$ cat config.mk
export PLATFORM = sky130hd
export DESIGN_NAME = ebm_ctrl
export DESIGN_NICKNAME = d
export VERILOG_FILES = /design/src/include/ebm_pkg.sv /design/src/hw/ebm_sync.sv /design/src/hw/ebm_ctrl.sv
export SDC_FILE = /design/constraint.sdc
export NUM_CORES = 1
export LEC_CHECK = 0
export ABC_AREA = 0
export BUFFER_PORTS_ARGS = -buffer_cell sky130_fd_sc_hd__buf_2
export CORE_MARGIN = 1
export CORE_UTILIZATION = 50
export CTS_BUF_LIST = sky130_fd_sc_hd__clkbuf_16
export DETAILED_ROUTE_END_ITERATION = 7
export PLACE_DENSITY_LB_ADDON = 0.3
export SLEW_MARGIN = 25
export SYNTH_ARGS = -nofsm -noshare
export SYNTH_HDL_FRONTEND = slang
export SYNTH_HIERARCHICAL = 1
export SYNTH_SLANG_ARGS = --single-unit
$ cat constraint.sdc
create_clock -name hclk -period 6.75 [get_ports hclk]
set_input_delay 0.675 -clock hclk [delete_from_list [all_inputs] [get_ports hclk]]
set_output_delay 0.675 -clock hclk [all_outputs]
set_load 0.03 [all_outputs]
$ cat src/include/ebm_pkg.sv
// Constants and types for the external bus mode controller
package ebm_pkg;
    localparam logic [7:0] EBM_CONFIG0_OFF = 8'h00;
    localparam logic [7:0] EBM_WINDOW_CFG_OFF = 8'h04;
    localparam logic [7:0] EBM_WINDOW_SEL_OFF = 8'h14;
    localparam logic [7:0] EBM_SYSCFG_OFF = 8'h24;
    localparam logic [7:0] EBM_STATUS_OFF = 8'h28;
    localparam logic [7:0] EBM_INTERNAL_OFF = 8'h2c;
    localparam logic [7:0] EBM_LAST_OFF = 8'h2c;
    // Config fields: bus type [1:0], active bit [2], command delay [5:3]
    localparam int EBM_TYPE_LSB = 0;
    localparam int EBM_ACTIVE_BIT = 2;
    localparam int EBM_DELAY_LSB = 3;
    localparam logic [15:0] EBM_CONFIG_RST = 16'h0000;
    localparam logic [15:0] EBM_SEL_RST = 16'h0000;
    localparam logic [15:0] EBM_SYSCFG_RST = 16'h0000;
    localparam logic [7:0] EBM_INTERNAL_RST = 8'h00;
    // Window select: base segment [15:8], segment count mask [7:0]
    localparam int EBM_SEGMENTATION_DISABLE_BIT = 0;
    localparam int EBM_SEGMENT_LINE_SELECT_LSB = 0;
    localparam int EBM_CHIP_SELECT_COUNT_LSB = 2;
    localparam int EBM_RSTTYPE_LSB = 6;
    localparam int EBM_LEN_CYCLES = 2;
    localparam int EBM_SYNC_STAGES = 3;
    typedef enum logic [1:0]
    {
        EBM_T_8DEMUX = 2'b00,
        EBM_T_8MUX = 2'b01,
        EBM_T_16DEMUX = 2'b10,
        EBM_T_16MUX = 2'b11
    } ebm_type_t;
    typedef enum logic [2:0]
    {
        EBM_IDLE = 3'b000,
        EBM_LATCH = 3'b001,
        EBM_EXTRA = 3'b010,
        EBM_DELAY = 3'b011,
        EBM_CMD = 3'b100,
        EBM_DONE = 3'b101
    } ebm_state_t;
endpackage

$ cat src/hw/ebm_sync.sv
// Three-stage pin synchroniser with agreement filter
`timescale 1ns/100ps
module ebm_sync
    import ebm_pkg::*;
#(
    parameter int WIDTH = 1
)
(
    // Clock and reset
    input wire logic hclk,
    input wire logic hresetn,
    // Pins
    input wire logic [WIDTH-1:0] pin,
    output logic [WIDTH-1:0] level
);
    logic [WIDTH-1:0] s1;
    logic [WIDTH-1:0] s2;
    logic [WIDTH-1:0] s3;

    always_ff @(posedge hclk or negedge hresetn)
    begin
        if (!hresetn)
        begin
            s1 <= '0;
            s2 <= '0;
            s3 <= '0;
        end
        else
        begin
            s1 <= pin;
            s2 <= s1;
            s3 <= s2;
        end
    end

    // Change counts once second and third stage agree
    always_ff @(posedge hclk or negedge hresetn)
    begin
        if (!hresetn)
            level <= '0;
        else
        begin
            for (int i = 0; i < WIDTH; i++)
            begin
                if (s2[i] == s3[i])
                    level[i] <= s3[i];
            end
        end
    end
endmodule

$ cat src/hw/ebm_ctrl.sv
// External bus mode controller with AHB-Lite register slave
//
// Added by the designer: the AHB-Lite interface to the registers and the address map.
`timescale 1ns/100ps
module ebm_ctrl
    import ebm_pkg::*;
#(
    parameter int NWIN = 4
)
(
    // Bus clock and reset
    input wire logic hclk,
    input wire logic hresetn,
    // AHB-Lite register slave
    input wire logic hsel,
    input wire logic [7:0] haddr,
    input wire logic [1:0] htrans,
    input wire logic hwrite,
    input wire logic [2:0] hsize,
    input wire logic [31:0] hwdata,
    input wire logic hready,
    output logic [31:0] hrdata,
    output logic hreadyout,
    output logic hresp,
    // Core access request
    input wire logic acc_req,
    input wire logic acc_write,
    input wire logic [23:0] acc_addr,
    input wire logic [15:0] acc_wdata,
    output logic acc_done,
    output logic [15:0] acc_rdata,
    output logic illegal_bus_trap,
    output logic segmentation_disable,
    // Reset straps
    input wire logic external_access_pin,
    input wire logic [7:0] reset_config_byte,
    // External bus pins
    output logic ale,
    output logic rd_n,
    output logic write_low_strobe,
    output logic write_high_strobe,
    output logic [15:0] muxed_data_port_out,
    output logic muxed_port_low_oe,
    output logic muxed_port_high_oe,
    input wire logic [15:0] muxed_data_port_in,
    output logic [15:0] address_port,
    output logic address_port_oe,
    output logic [6:0] segment_port,
    output logic [3:0] chip_select_n
);
    initial
    begin
        if (NWIN < 1 || NWIN > 4)
            $error("NWIN must be 1 to 4");
    end

    logic [15:0] default_bus_config;
    logic [15:0] bus_config_regs [NWIN];
    logic [15:0] window_select_regs [NWIN];
    logic [15:0] system_config_reg;
    logic [7:0] internal_seg;
    logic [7:0] strap_byte;
    logic strap_ea;
    logic strap_taken;
    logic [7:0] sync_byte;
    logic sync_ea;
    ebm_state_t state;
    logic [15:0] cur_cfg;
    logic [2:0] cur_win;
    logic [23:0] cur_addr;
    logic cur_write;
    logic [15:0] cur_wdata;
    logic [2:0] cnt;
    logic last_demux;
    logic ph_write;
    logic [7:0] ph_addr;

    ebm_sync #(.WIDTH(9)) u_sync
    (
        .hclk(hclk),
        .hresetn(hresetn),
        .pin({external_access_pin, reset_config_byte}),
        .level({sync_ea, sync_byte})
    );

    // Straps taken once, after release and synchroniser fill
    logic [2:0] strap_wait;
    always_ff @(posedge hclk or negedge hresetn)
    begin
        if (!hresetn)
        begin
            strap_wait <= 3'h0;
            strap_taken <= 1'b0;
            strap_ea <= 1'b0;
            strap_byte <= 8'h00;
        end
        else if (!strap_taken)
        begin
            strap_wait <= strap_wait + 3'h1;
            if (strap_wait == 3'h4)
            begin
                strap_taken <= 1'b1;
                strap_ea <= sync_ea;
                strap_byte <= sync_byte;
            end
        end
    end

    // AHB-Lite address phase capture; zero wait states
    always_ff @(posedge hclk or negedge hresetn)
    begin
        if (!hresetn)
        begin
            ph_write <= 1'b0;
            ph_addr <= 8'h00;
        end
        else if (hready)
        begin
            ph_write <= hsel && htrans[1] && hwrite;
            ph_addr <= haddr;
        end
    end

    assign hreadyout = 1'b1;
    assign hresp = 1'b0;

    // Configuration registers
    always_ff @(posedge hclk or negedge hresetn)
    begin
        if (!hresetn)
        begin
            default_bus_config <= EBM_CONFIG_RST;
            system_config_reg <= EBM_SYSCFG_RST;
            internal_seg <= EBM_INTERNAL_RST;
            for (int i = 0; i < NWIN; i++)
            begin
                bus_config_regs[i] <= EBM_CONFIG_RST;
                window_select_regs[i] <= EBM_SEL_RST;
            end
        end
        else
        begin
            if (strap_wait == 3'h4 && !strap_taken)
            begin
                // High pin: single chip, default cleared
                if (sync_ea)
                    default_bus_config <= EBM_CONFIG_RST;
                else
                begin
                    default_bus_config <= EBM_CONFIG_RST;
                    default_bus_config[EBM_TYPE_LSB +: 2] <= sync_byte[EBM_RSTTYPE_LSB +: 2];
                    default_bus_config[EBM_ACTIVE_BIT] <= 1'b1;
                end
            end
            else if (ph_write)
            begin
                if (ph_addr == EBM_CONFIG0_OFF)
                    default_bus_config <= hwdata[15:0];
                if (ph_addr == EBM_SYSCFG_OFF)
                    system_config_reg <= hwdata[15:0];
                if (ph_addr == EBM_INTERNAL_OFF)
                    internal_seg <= hwdata[7:0];
                for (int i = 0; i < NWIN; i++)
                begin
                    if (ph_addr == EBM_WINDOW_CFG_OFF + 8'(4 * i))
                        bus_config_regs[i] <= hwdata[15:0];
                    if (ph_addr == EBM_WINDOW_SEL_OFF + 8'(4 * i))
                        window_select_regs[i] <= hwdata[15:0];
                end
            end
        end
    end

    assign segmentation_disable = system_config_reg[EBM_SEGMENTATION_DISABLE_BIT];

    // Read mux; unmapped reads zero
    always_comb
    begin
        hrdata = 32'h0000_0000;
        if (ph_addr == EBM_CONFIG0_OFF)
            hrdata[15:0] = default_bus_config;
        if (ph_addr == EBM_SYSCFG_OFF)
            hrdata[15:0] = system_config_reg;
        if (ph_addr == EBM_INTERNAL_OFF)
            hrdata[7:0] = internal_seg;
        if (ph_addr == EBM_STATUS_OFF)
            hrdata[15:0] = {strap_byte, 3'h0, strap_ea, last_demux, state};
        for (int i = 0; i < NWIN; i++)
        begin
            if (ph_addr == EBM_WINDOW_CFG_OFF + 8'(4 * i))
                hrdata[15:0] = bus_config_regs[i];
            if (ph_addr == EBM_WINDOW_SEL_OFF + 8'(4 * i))
                hrdata[15:0] = window_select_regs[i];
        end
    end

    // Address classification: internal, lowest window hit, else default
    logic is_internal;
    logic [2:0] hit_win;
    logic [15:0] hit_cfg;
    logic any_active;
    logic any_demux;
    always_comb
    begin
        is_internal = acc_addr[23:16] == internal_seg;
        hit_win = 3'h0;
        hit_cfg = default_bus_config;
        any_active = default_bus_config[EBM_ACTIVE_BIT];
        any_demux = default_bus_config[EBM_ACTIVE_BIT] && !default_bus_config[EBM_TYPE_LSB];
        for (int i = NWIN - 1; i >= 0; i--)
        begin
            if (bus_config_regs[i][EBM_ACTIVE_BIT])
            begin
                any_active = 1'b1;
                if (!bus_config_regs[i][EBM_TYPE_LSB])
                    any_demux = 1'b1;
                if (((acc_addr[23:16] ^ window_select_regs[i][15:8])
                    & ~window_select_regs[i][7:0]) == 8'h00)
                begin
                    hit_win = 3'(i + 1);
                    hit_cfg = bus_config_regs[i];
                end
            end
        end
    end

    logic cur_mux;
    logic cur_wide;
    assign cur_mux = cur_cfg[EBM_TYPE_LSB];
    assign cur_wide = cur_cfg[EBM_TYPE_LSB + 1];

    // Segment line count and chip select count from straps
    logic [6:0] seg_mask;
    logic [3:0] cs_mask;
    always_comb
    begin
        case (strap_byte[EBM_SEGMENT_LINE_SELECT_LSB +: 2])
            2'b11: seg_mask = 7'h03;
            2'b10: seg_mask = 7'h1f;
            2'b01: seg_mask = 7'h00;
            default: seg_mask = 7'h0f;
        endcase
        case (strap_byte[EBM_CHIP_SELECT_COUNT_LSB +: 2])
            2'b11: cs_mask = 4'hf;
            2'b10: cs_mask = 4'h0;
            2'b01: cs_mask = 4'h3;
            default: cs_mask = 4'h7;
        endcase
        if (segmentation_disable)
            seg_mask = 7'h00;
    end

    // Cycle sequencer
    always_ff @(posedge hclk or negedge hresetn)
    begin
        if (!hresetn)
        begin
            state <= EBM_IDLE;
            cur_cfg <= EBM_CONFIG_RST;
            cur_win <= 3'h0;
            cur_addr <= 24'h00_0000;
            cur_write <= 1'b0;
            cur_wdata <= 16'h0000;
            cnt <= 3'h0;
            last_demux <= 1'b0;
            acc_done <= 1'b0;
            illegal_bus_trap <= 1'b0;
            acc_rdata <= 16'h0000;
        end
        else
        begin
            acc_done <= 1'b0;
            illegal_bus_trap <= 1'b0;
            case (state)
                EBM_IDLE:
                begin
                    // Request still high beside the last done pulse is the old one
                    if (acc_req && strap_taken && !acc_done && !is_internal)
                    begin
                        if (!hit_cfg[EBM_ACTIVE_BIT])
                        begin
                            illegal_bus_trap <= 1'b1;
                            acc_done <= 1'b1;
                        end
                        else
                        begin
                            cur_cfg <= hit_cfg;
                            cur_win <= hit_win;
                            cur_addr <= acc_addr;
                            cur_write <= acc_write;
                            cur_wdata <= acc_wdata;
                            cnt <= 3'h0;
                            state <= EBM_LATCH;
                        end
                    end
                    else if (acc_req && strap_taken && !acc_done)
                        acc_done <= 1'b1;
                end
                EBM_LATCH:
                begin
                    if (cur_mux && last_demux)
                        state <= EBM_EXTRA;
                    else
                        state <= EBM_DELAY;
                end
                EBM_EXTRA:
                    state <= EBM_DELAY;
                EBM_DELAY:
                begin
                    cnt <= cnt + 3'h1;
                    if (cnt >= cur_cfg[EBM_DELAY_LSB +: 3])
                    begin
                        cnt <= 3'h0;
                        state <= EBM_CMD;
                    end
                end
                EBM_CMD:
                begin
                    cnt <= cnt + 3'h1;
                    if (cnt == 3'(EBM_LEN_CYCLES - 1))
                    begin
                        if (!cur_write)
                            acc_rdata <= cur_wide ? muxed_data_port_in
                                : {8'h00, muxed_data_port_in[7:0]};
                        state <= EBM_DONE;
                    end
                end
                EBM_DONE:
                begin
                    last_demux <= !cur_mux;
                    acc_done <= 1'b1;
                    state <= EBM_IDLE;
                end
                default:
                    state <= EBM_IDLE;
            endcase
        end
    end

    // Pin drive, registered
    logic in_cycle;
    assign in_cycle = state != EBM_IDLE;
    always_ff @(posedge hclk or negedge hresetn)
    begin
        if (!hresetn)
        begin
            ale <= 1'b0;
            rd_n <= 1'b1;
            write_low_strobe <= 1'b1;
            write_high_strobe <= 1'b1;
            muxed_data_port_out <= 16'h0000;
            muxed_port_low_oe <= 1'b0;
            muxed_port_high_oe <= 1'b0;
            address_port <= 16'h0000;
            address_port_oe <= 1'b0;
            segment_port <= 7'h00;
            chip_select_n <= 4'hf;
        end
        else
        begin
            ale <= state == EBM_LATCH || state == EBM_EXTRA;
            rd_n <= !(state == EBM_CMD && !cur_write);
            write_low_strobe <= !(state == EBM_CMD && cur_write);
            write_high_strobe <= !(state == EBM_CMD && cur_write && cur_wide);
            address_port_oe <= any_demux;
            if (state == EBM_LATCH)
            begin
                address_port <= cur_addr[15:0];
                segment_port <= cur_addr[22:16] & seg_mask;
                chip_select_n <= ~(cs_mask & (4'h1 << cur_win[1:0]));
                if (cur_win == 3'h0 && cs_mask[0] == 1'b0)
                    chip_select_n <= 4'hf;
            end
            if (state == EBM_LATCH && !(cur_mux && last_demux)
                || state == EBM_EXTRA)
            begin
                if (cur_mux)
                begin
                    muxed_data_port_out <= cur_addr[15:0];
                    muxed_port_low_oe <= 1'b1;
                    muxed_port_high_oe <= 1'b1;
                end
                else
                begin
                    muxed_port_low_oe <= 1'b0;
                    muxed_port_high_oe <= 1'b0;
                end
            end
            else if (state == EBM_DELAY && cur_cfg[EBM_DELAY_LSB +: 3] == cnt)
            begin
                // Address removed, except the high byte in 8-bit muxed mode; write data takes its place
                muxed_data_port_out[7:0] <= cur_wdata[7:0];
                if (cur_wide || !cur_mux)
                    muxed_data_port_out[15:8] <= cur_wdata[15:8];
                muxed_port_low_oe <= cur_write;
                muxed_port_high_oe <= cur_write && cur_wide
                    || cur_mux && !cur_wide;
            end
            if (!in_cycle && !any_active)
            begin
                muxed_port_low_oe <= 1'b0;
                muxed_port_high_oe <= 1'b0;
            end
        end
    end
    // address port updates only at the next cycle's latch state
endmodule

### Yosys cells after proc, flatten, opt, wreduce, memory -nomap -nowiden

Index checks and enable logic that the tools add are counted.

* flip-flop bits (word level): 350
* bits of input ports: 117
* output and inout port bits: 103
* word-level logic and storage cells: 259

* add/sub/neg operators: 2
* magnitude comparators: 1
* equal/unequal tests: 40
* shifts and indexed selects: 1
* mux-type cells: 78
* bitwise logic cells: 19
* reduce and logical (&&, ||, !) cells: 66

Operators with widths (number)
* $mux 16: 18
* $mux 3: 16
* $mux 6: 8
* $reduce_and 3->1: 14
* $logic_not 8->1: 5
* $and 8x8->8: 4
* $eq 8x5->1 const B: 4
* $eq 8x6->1 const B: 4
* $not 8->8: 4
* $xor 8x8->8: 4
* $mux 1: 27
* $logic_and 1x1->1: 17
* $eq 8x4->1 const B: 2
* $mux 8: 2
* $pmux 3 s5: 1
* $pmux 5 s3: 1
* $logic_not 1->1: 13
* $pmux 4 s3: 1
* $ne 2x2->1 const B: 5
* $eq 1x1->1: 9
* $eq 3x3->1 const B: 3
* $pmux 3 s3: 1
* $reduce_bool 3->1: 3
* $eq 2x2->1 const B: 4
* 21 further kinds: 37

### Logic depth before layout (Yosys ltp)

* depth after elaboration: 14
* gate-level depth with buffers: 11
* gate-level depth less buffers: 8

### By module

Netlist, hierarchy kept.

By module, submodules not included
* ebm_ctrl: instances 1, cells an instance 1341, area an instance 14742.9 µm², seq. area each 7716.2 µm²
* ebm_sync: instances 1, cells an instance 45, area an instance 1002.2 µm², seq. area each 900.9 µm²

### Worst setup path after synthesis

Ideal clock, no wire load.

* kind: register to output
* from: register ph_addr[2]
* to: output hrdata[10]
* arrival time: 2.507 ns
* required time: 6.075 ns
* setup slack: 3.568 ns
* cell stages (with the launch flop): 9
* path buffers: 2
* cell sequence: dfrtp_1 > clkbuf_1 > or4_1 > nor3_2 > clkbuf_1 > a21oi_1 > o22ai_1 > o21ai_0 > a31oi_1

* word-level cells in the longest chain between the ends: 12
* elaborated cells on any way between the ends: 22
* those cells by class: eq/ne (10); mux (11); reduce/logical (1)

RTL lines
* from (decl): RTL line ebm_ctrl.sv:76 `logic [7:0] ph_addr;`
* from (signal assigned): RTL line ebm_ctrl.sv:120 `ph_addr <= haddr;`
* $logic_not 8->1: RTL line ebm_ctrl.sv:180 `if (ph_addr == EBM_CONFIG0_OFF)`
* $mux 16: RTL line ebm_ctrl.sv:180
* $mux 16: RTL line ebm_ctrl.sv:182 `if (ph_addr == EBM_SYSCFG_OFF)`
* $mux 16: RTL line ebm_ctrl.sv:186 `if (ph_addr == EBM_STATUS_OFF)`
* $mux 16: RTL line ebm_ctrl.sv:190 `if (ph_addr == EBM_WINDOW_CFG_OFF + 8'(4 * i))`
* $mux 16: RTL line ebm_ctrl.sv:192 `if (ph_addr == EBM_WINDOW_SEL_OFF + 8'(4 * i))`
* $mux 16: RTL line ebm_ctrl.sv:190
* $mux 16: RTL line ebm_ctrl.sv:192
* $mux 16: RTL line ebm_ctrl.sv:190
* $mux 16: RTL line ebm_ctrl.sv:192
* $mux 16: RTL line ebm_ctrl.sv:190
* $mux 16 (*): RTL line ebm_ctrl.sv:192
* to (decl): RTL line ebm_ctrl.sv:22 `output logic [31:0] hrdata,`

Every way passes the cells marked *; elsewhere a longest branch is shown, timed or not.

### Final worst setup path

* from: register ph_addr[7]
* to: output hrdata[1]

* word-level cells in the longest chain between the ends: 13
* elaborated cells on any way between the ends: 24
* those cells by class: eq/ne (11); mux (12); reduce/logical (1)

RTL lines
* $logic_not 8->1: RTL line ebm_ctrl.sv:180
* $mux 16: RTL line ebm_ctrl.sv:180
* $mux 16: RTL line ebm_ctrl.sv:182
* $mux 8: RTL line ebm_ctrl.sv:184 `if (ph_addr == EBM_INTERNAL_OFF)`
* $mux 16: RTL line ebm_ctrl.sv:186
* $mux 16: RTL line ebm_ctrl.sv:190
* $mux 16: RTL line ebm_ctrl.sv:192
* $mux 16: RTL line ebm_ctrl.sv:190
* $mux 16: RTL line ebm_ctrl.sv:192
* $mux 16: RTL line ebm_ctrl.sv:190
* $mux 16: RTL line ebm_ctrl.sv:192
* $mux 16: RTL line ebm_ctrl.sv:190
* $mux 16 (*): RTL line ebm_ctrl.sv:192

Marks and branches as above.

==> results.txt <==
Post-layout min period -> 4.36 ns
Fin Clk Skew -> 0.0228 ns
Cts hold-fix bufs -> 0
Area growth from synthesis to layout -> 15.0%
Mean Syn Cell Area -> 11.4 um^2
Setup violators final -> 0
Period utilization -> 0.647
H-tree Lvls -> 2
Clk root buf -> clkbuf_16
Synth cell count leaders -> dfrtp_1 (337), mux2_2 (216), nand2_1 (154), o21ai_0 (94), clkbuf_1 (72)
Sequential share of power -> 0.421
I/O pin count -> 220
Hold Slack -> 0.138 ns
Area share of the largest cell type after synthesis -> 0.536
Max-slew headroom -> 0.321
Final HPWL DP -> 29.0 mm
Final hold violation count -> 0
DRT iter0 DRCs -> 1071
Placed cell area -> 16900 um^2
Overflow after GRT -> 0
Area contributors post-synth -> dfrtp_1 (54%), mux2_2 (15%), nand2_1 (3.7%)
Yosys reg bits -> 344
Skew-Pair Late Insertion Delay -> 0.54 ns
Die area -> 32200 um^2
CTS tree -> done
Sw Ratio -> 0.341
Die Wd -> 179 um
FFs w/ async S/R, synth -> 1.00
Global-route wire length before repair -> 67.7 mm
Routed vias/inst -> 5.93
Final wirelength -> 42.7 mm
DR WL/cell -> 21.8 um
Post-synthesis sequential area ratio -> 0.547
Int Pwr -> 4.33 mW
Number of global-route vias before repair -> 11600
Worst setup SP type -> register
Switch Pwr -> 2.24 mW
Layout cells sized above 1 -> 0.319
DR DRC count -> 108
Main synth FF type -> dfrtp_1
All-Layer GR Usage -> 0.268
Maximum root-to-sink buffer count -> 3
Number of max-cap violations -> 0
First drt pass iteration count -> 8
Total power -> 6.56 mW
PostCTS Resize Cnt -> 0
FP Rows -> 64
Antenna violations before repair -> 0
Core area -> 30700 um^2
Die H -> 179 um
Top-count cell post-synth -> dfrtp_1
Power density over the cells -> 363 nW/um^2
Peak supply drop -> 208 uV
Post-synth EDFFs -> 0
Largest net degree at the start of global routing -> 181
Fin util -> 0.589
Cell taking the most area after synthesis -> dfrtp_1
Setup TNS -> 0 ns
Synth unique cells -> 63
WP data required -> 6.07 ns
Critical Path End Type -> output pin
Max Slew Vio Count -> 0
Sink Count -> 344
Arrival time worst endpoint -> 3.69 ns
Violations in the final reports -> DRC
Cells after synthesis -> 1386
Layout fillers -> 2592
Worst Tran Pin Value -> 1.01 ns
Fmax -> 229 MHz
CP max FO -> 13
Cell Area, Synth -> 15700 um^2
Unrepaired setup endpoints after global routing -> false
Part of the power in the clock network -> 0.307
Critical path type -> reg2out
P_leak -> 8.16 nW
Worst-path clk slew -> 0.06 ns
Vias -> 11600
Status -> finished, violations left
Final RePlAce weighted congestion -> 0.954
Setup Fix Bufs, Post-CTS -> 0
Comb pwr share -> 0.272
Post-route ant nets -> 0
IO buf count -> 179
CTS buffer count -> 37
Hold crit path type -> in2async
Layout Nets -> 1658
Largest regs -> bus_config_regs (64), window_select_regs (64), cur_addr (21)
Post-route cell area -> 18100 um^2
Synth warnings -> 6
Initial Util -> 0.512
-- cell type report --
type / instances / area [um^2] / area share
Sequential cell: 344 / 8620 / 0.476
Multi-Input combinational cell: 917 / 6570 / 0.363
Timing Repair Buffer: 200 / 1100 / 0.0605
Clock buffer: 37 / 926 / 0.0511
Tap cell: 396 / 495 / 0.0274
Clock inverter: 29 / 280 / 0.0155
Inverter: 32 / 120 / 0.00663
Antenna cell: 1 / 2.50 / 0.000138
-- worst paths after layout --
kind                                        startpoint                                 end  slack, ns  cells past startpoint
worst max-delay path            ph_addr[7]$_DFFE_PN0P_                           hrdata[1]       2.39                      8
worst min-delay path                           hresetn            acc_rdata[2]$_DFFE_PN0P_       0.14                      1
worst max register to register  ph_addr[3]$_DFFE_PN0P_  window_select_regs[25]$_DFFE_PN0P_       3.03                      5
worst min register to register  u_sync/s1[8]$_DFF_PN0_              u_sync/s2[8]$_DFF_PN0_       0.33                      0
max in group asynchronous                      hresetn         u_sync/level[3]$_DFFE_PN0N_       5.20                      3
min in group hclk                 reset_config_byte[2]              u_sync/s1[2]$_DFF_PN0_       0.25                      1
-- logic make-up (layout without fill, tap and decap cells) --
logic type / count (synthesis) / in the layout / share of synthesized area
muxes: 244 / 244 / 0.172
and+or+nand+nor: 302 / 302 / 0.0853
other: 2 / 21 / 0.000477
DFF: 344 / 344 / 0.547
buffers and inverters: 143 / 298 / 0.0414
adders and majority gates: 18 / 18 / 0.0136
AOI/OAI and AO/OA: 291 / 291 / 0.116
xor gates and xnor gates: 42 / 42 / 0.0234
-- worst max-delay path: stages, from the launching register on --
cell	delay, ns
dfrtp_1	0.43
nor3_2	0.84
nand2_1	0.56
a21oi_1	0.28
a221oi_1	0.09
o31ai_1	0.34
o311ai_0	0.25
nand2_1	0.17
buf_2	0.21
-- stage by stage --
stage / instances / setup WS (ns)
floorplan: 1404 / 3.57
global placement: 1888 / 2.84
detailed placement: 1888 / 2.81
CTS: 1954 / 2.46
global route: 1955 / 2.23
finish: 1956 / 2.39
-- cell usage in the layout, fill, tap and decap left out, drive strengths merged, types with 14 or more instances in the layout --
cell,Yosys,layout
dfrtp,337,337
mux2,216,216
buf,39,200
nand2,154,154
o21ai,94,94
nor2,65,65
a21oi,61,61
inv,32,41
o22ai,39,39
clkbuf,72,37
xnor2,31,31
mux2i,28,28
conb,2,20
a22o,18,18
nand3,15,15
clkinv,0,15
nor2b,14,14
a31oi,14,14
-- power groups by stage --
stage / clock network, mW / registers, mW / logic [mW]
after global routing: 2.13 / 2.82 / 1.94
after CTS: 2.05 / 2.77 / 1.79
after detailed placement: 0 / 2.80 / 1.77
after global placement: 0 / 2.78 / 1.73
final: 2.01 / 2.77 / 1.78
after floorplan: 0 / 3.06 / 0.949
-- routing by layer --
layer / routed length (um) / track usage
met3: 3460 / 0.0436
met5: 0 / 0
met1: 17800 / 0.367
met2: 19500 / 0.427
met4: 1920 / 0.110
No activity file was read; power rests on OpenSTA's default activity.
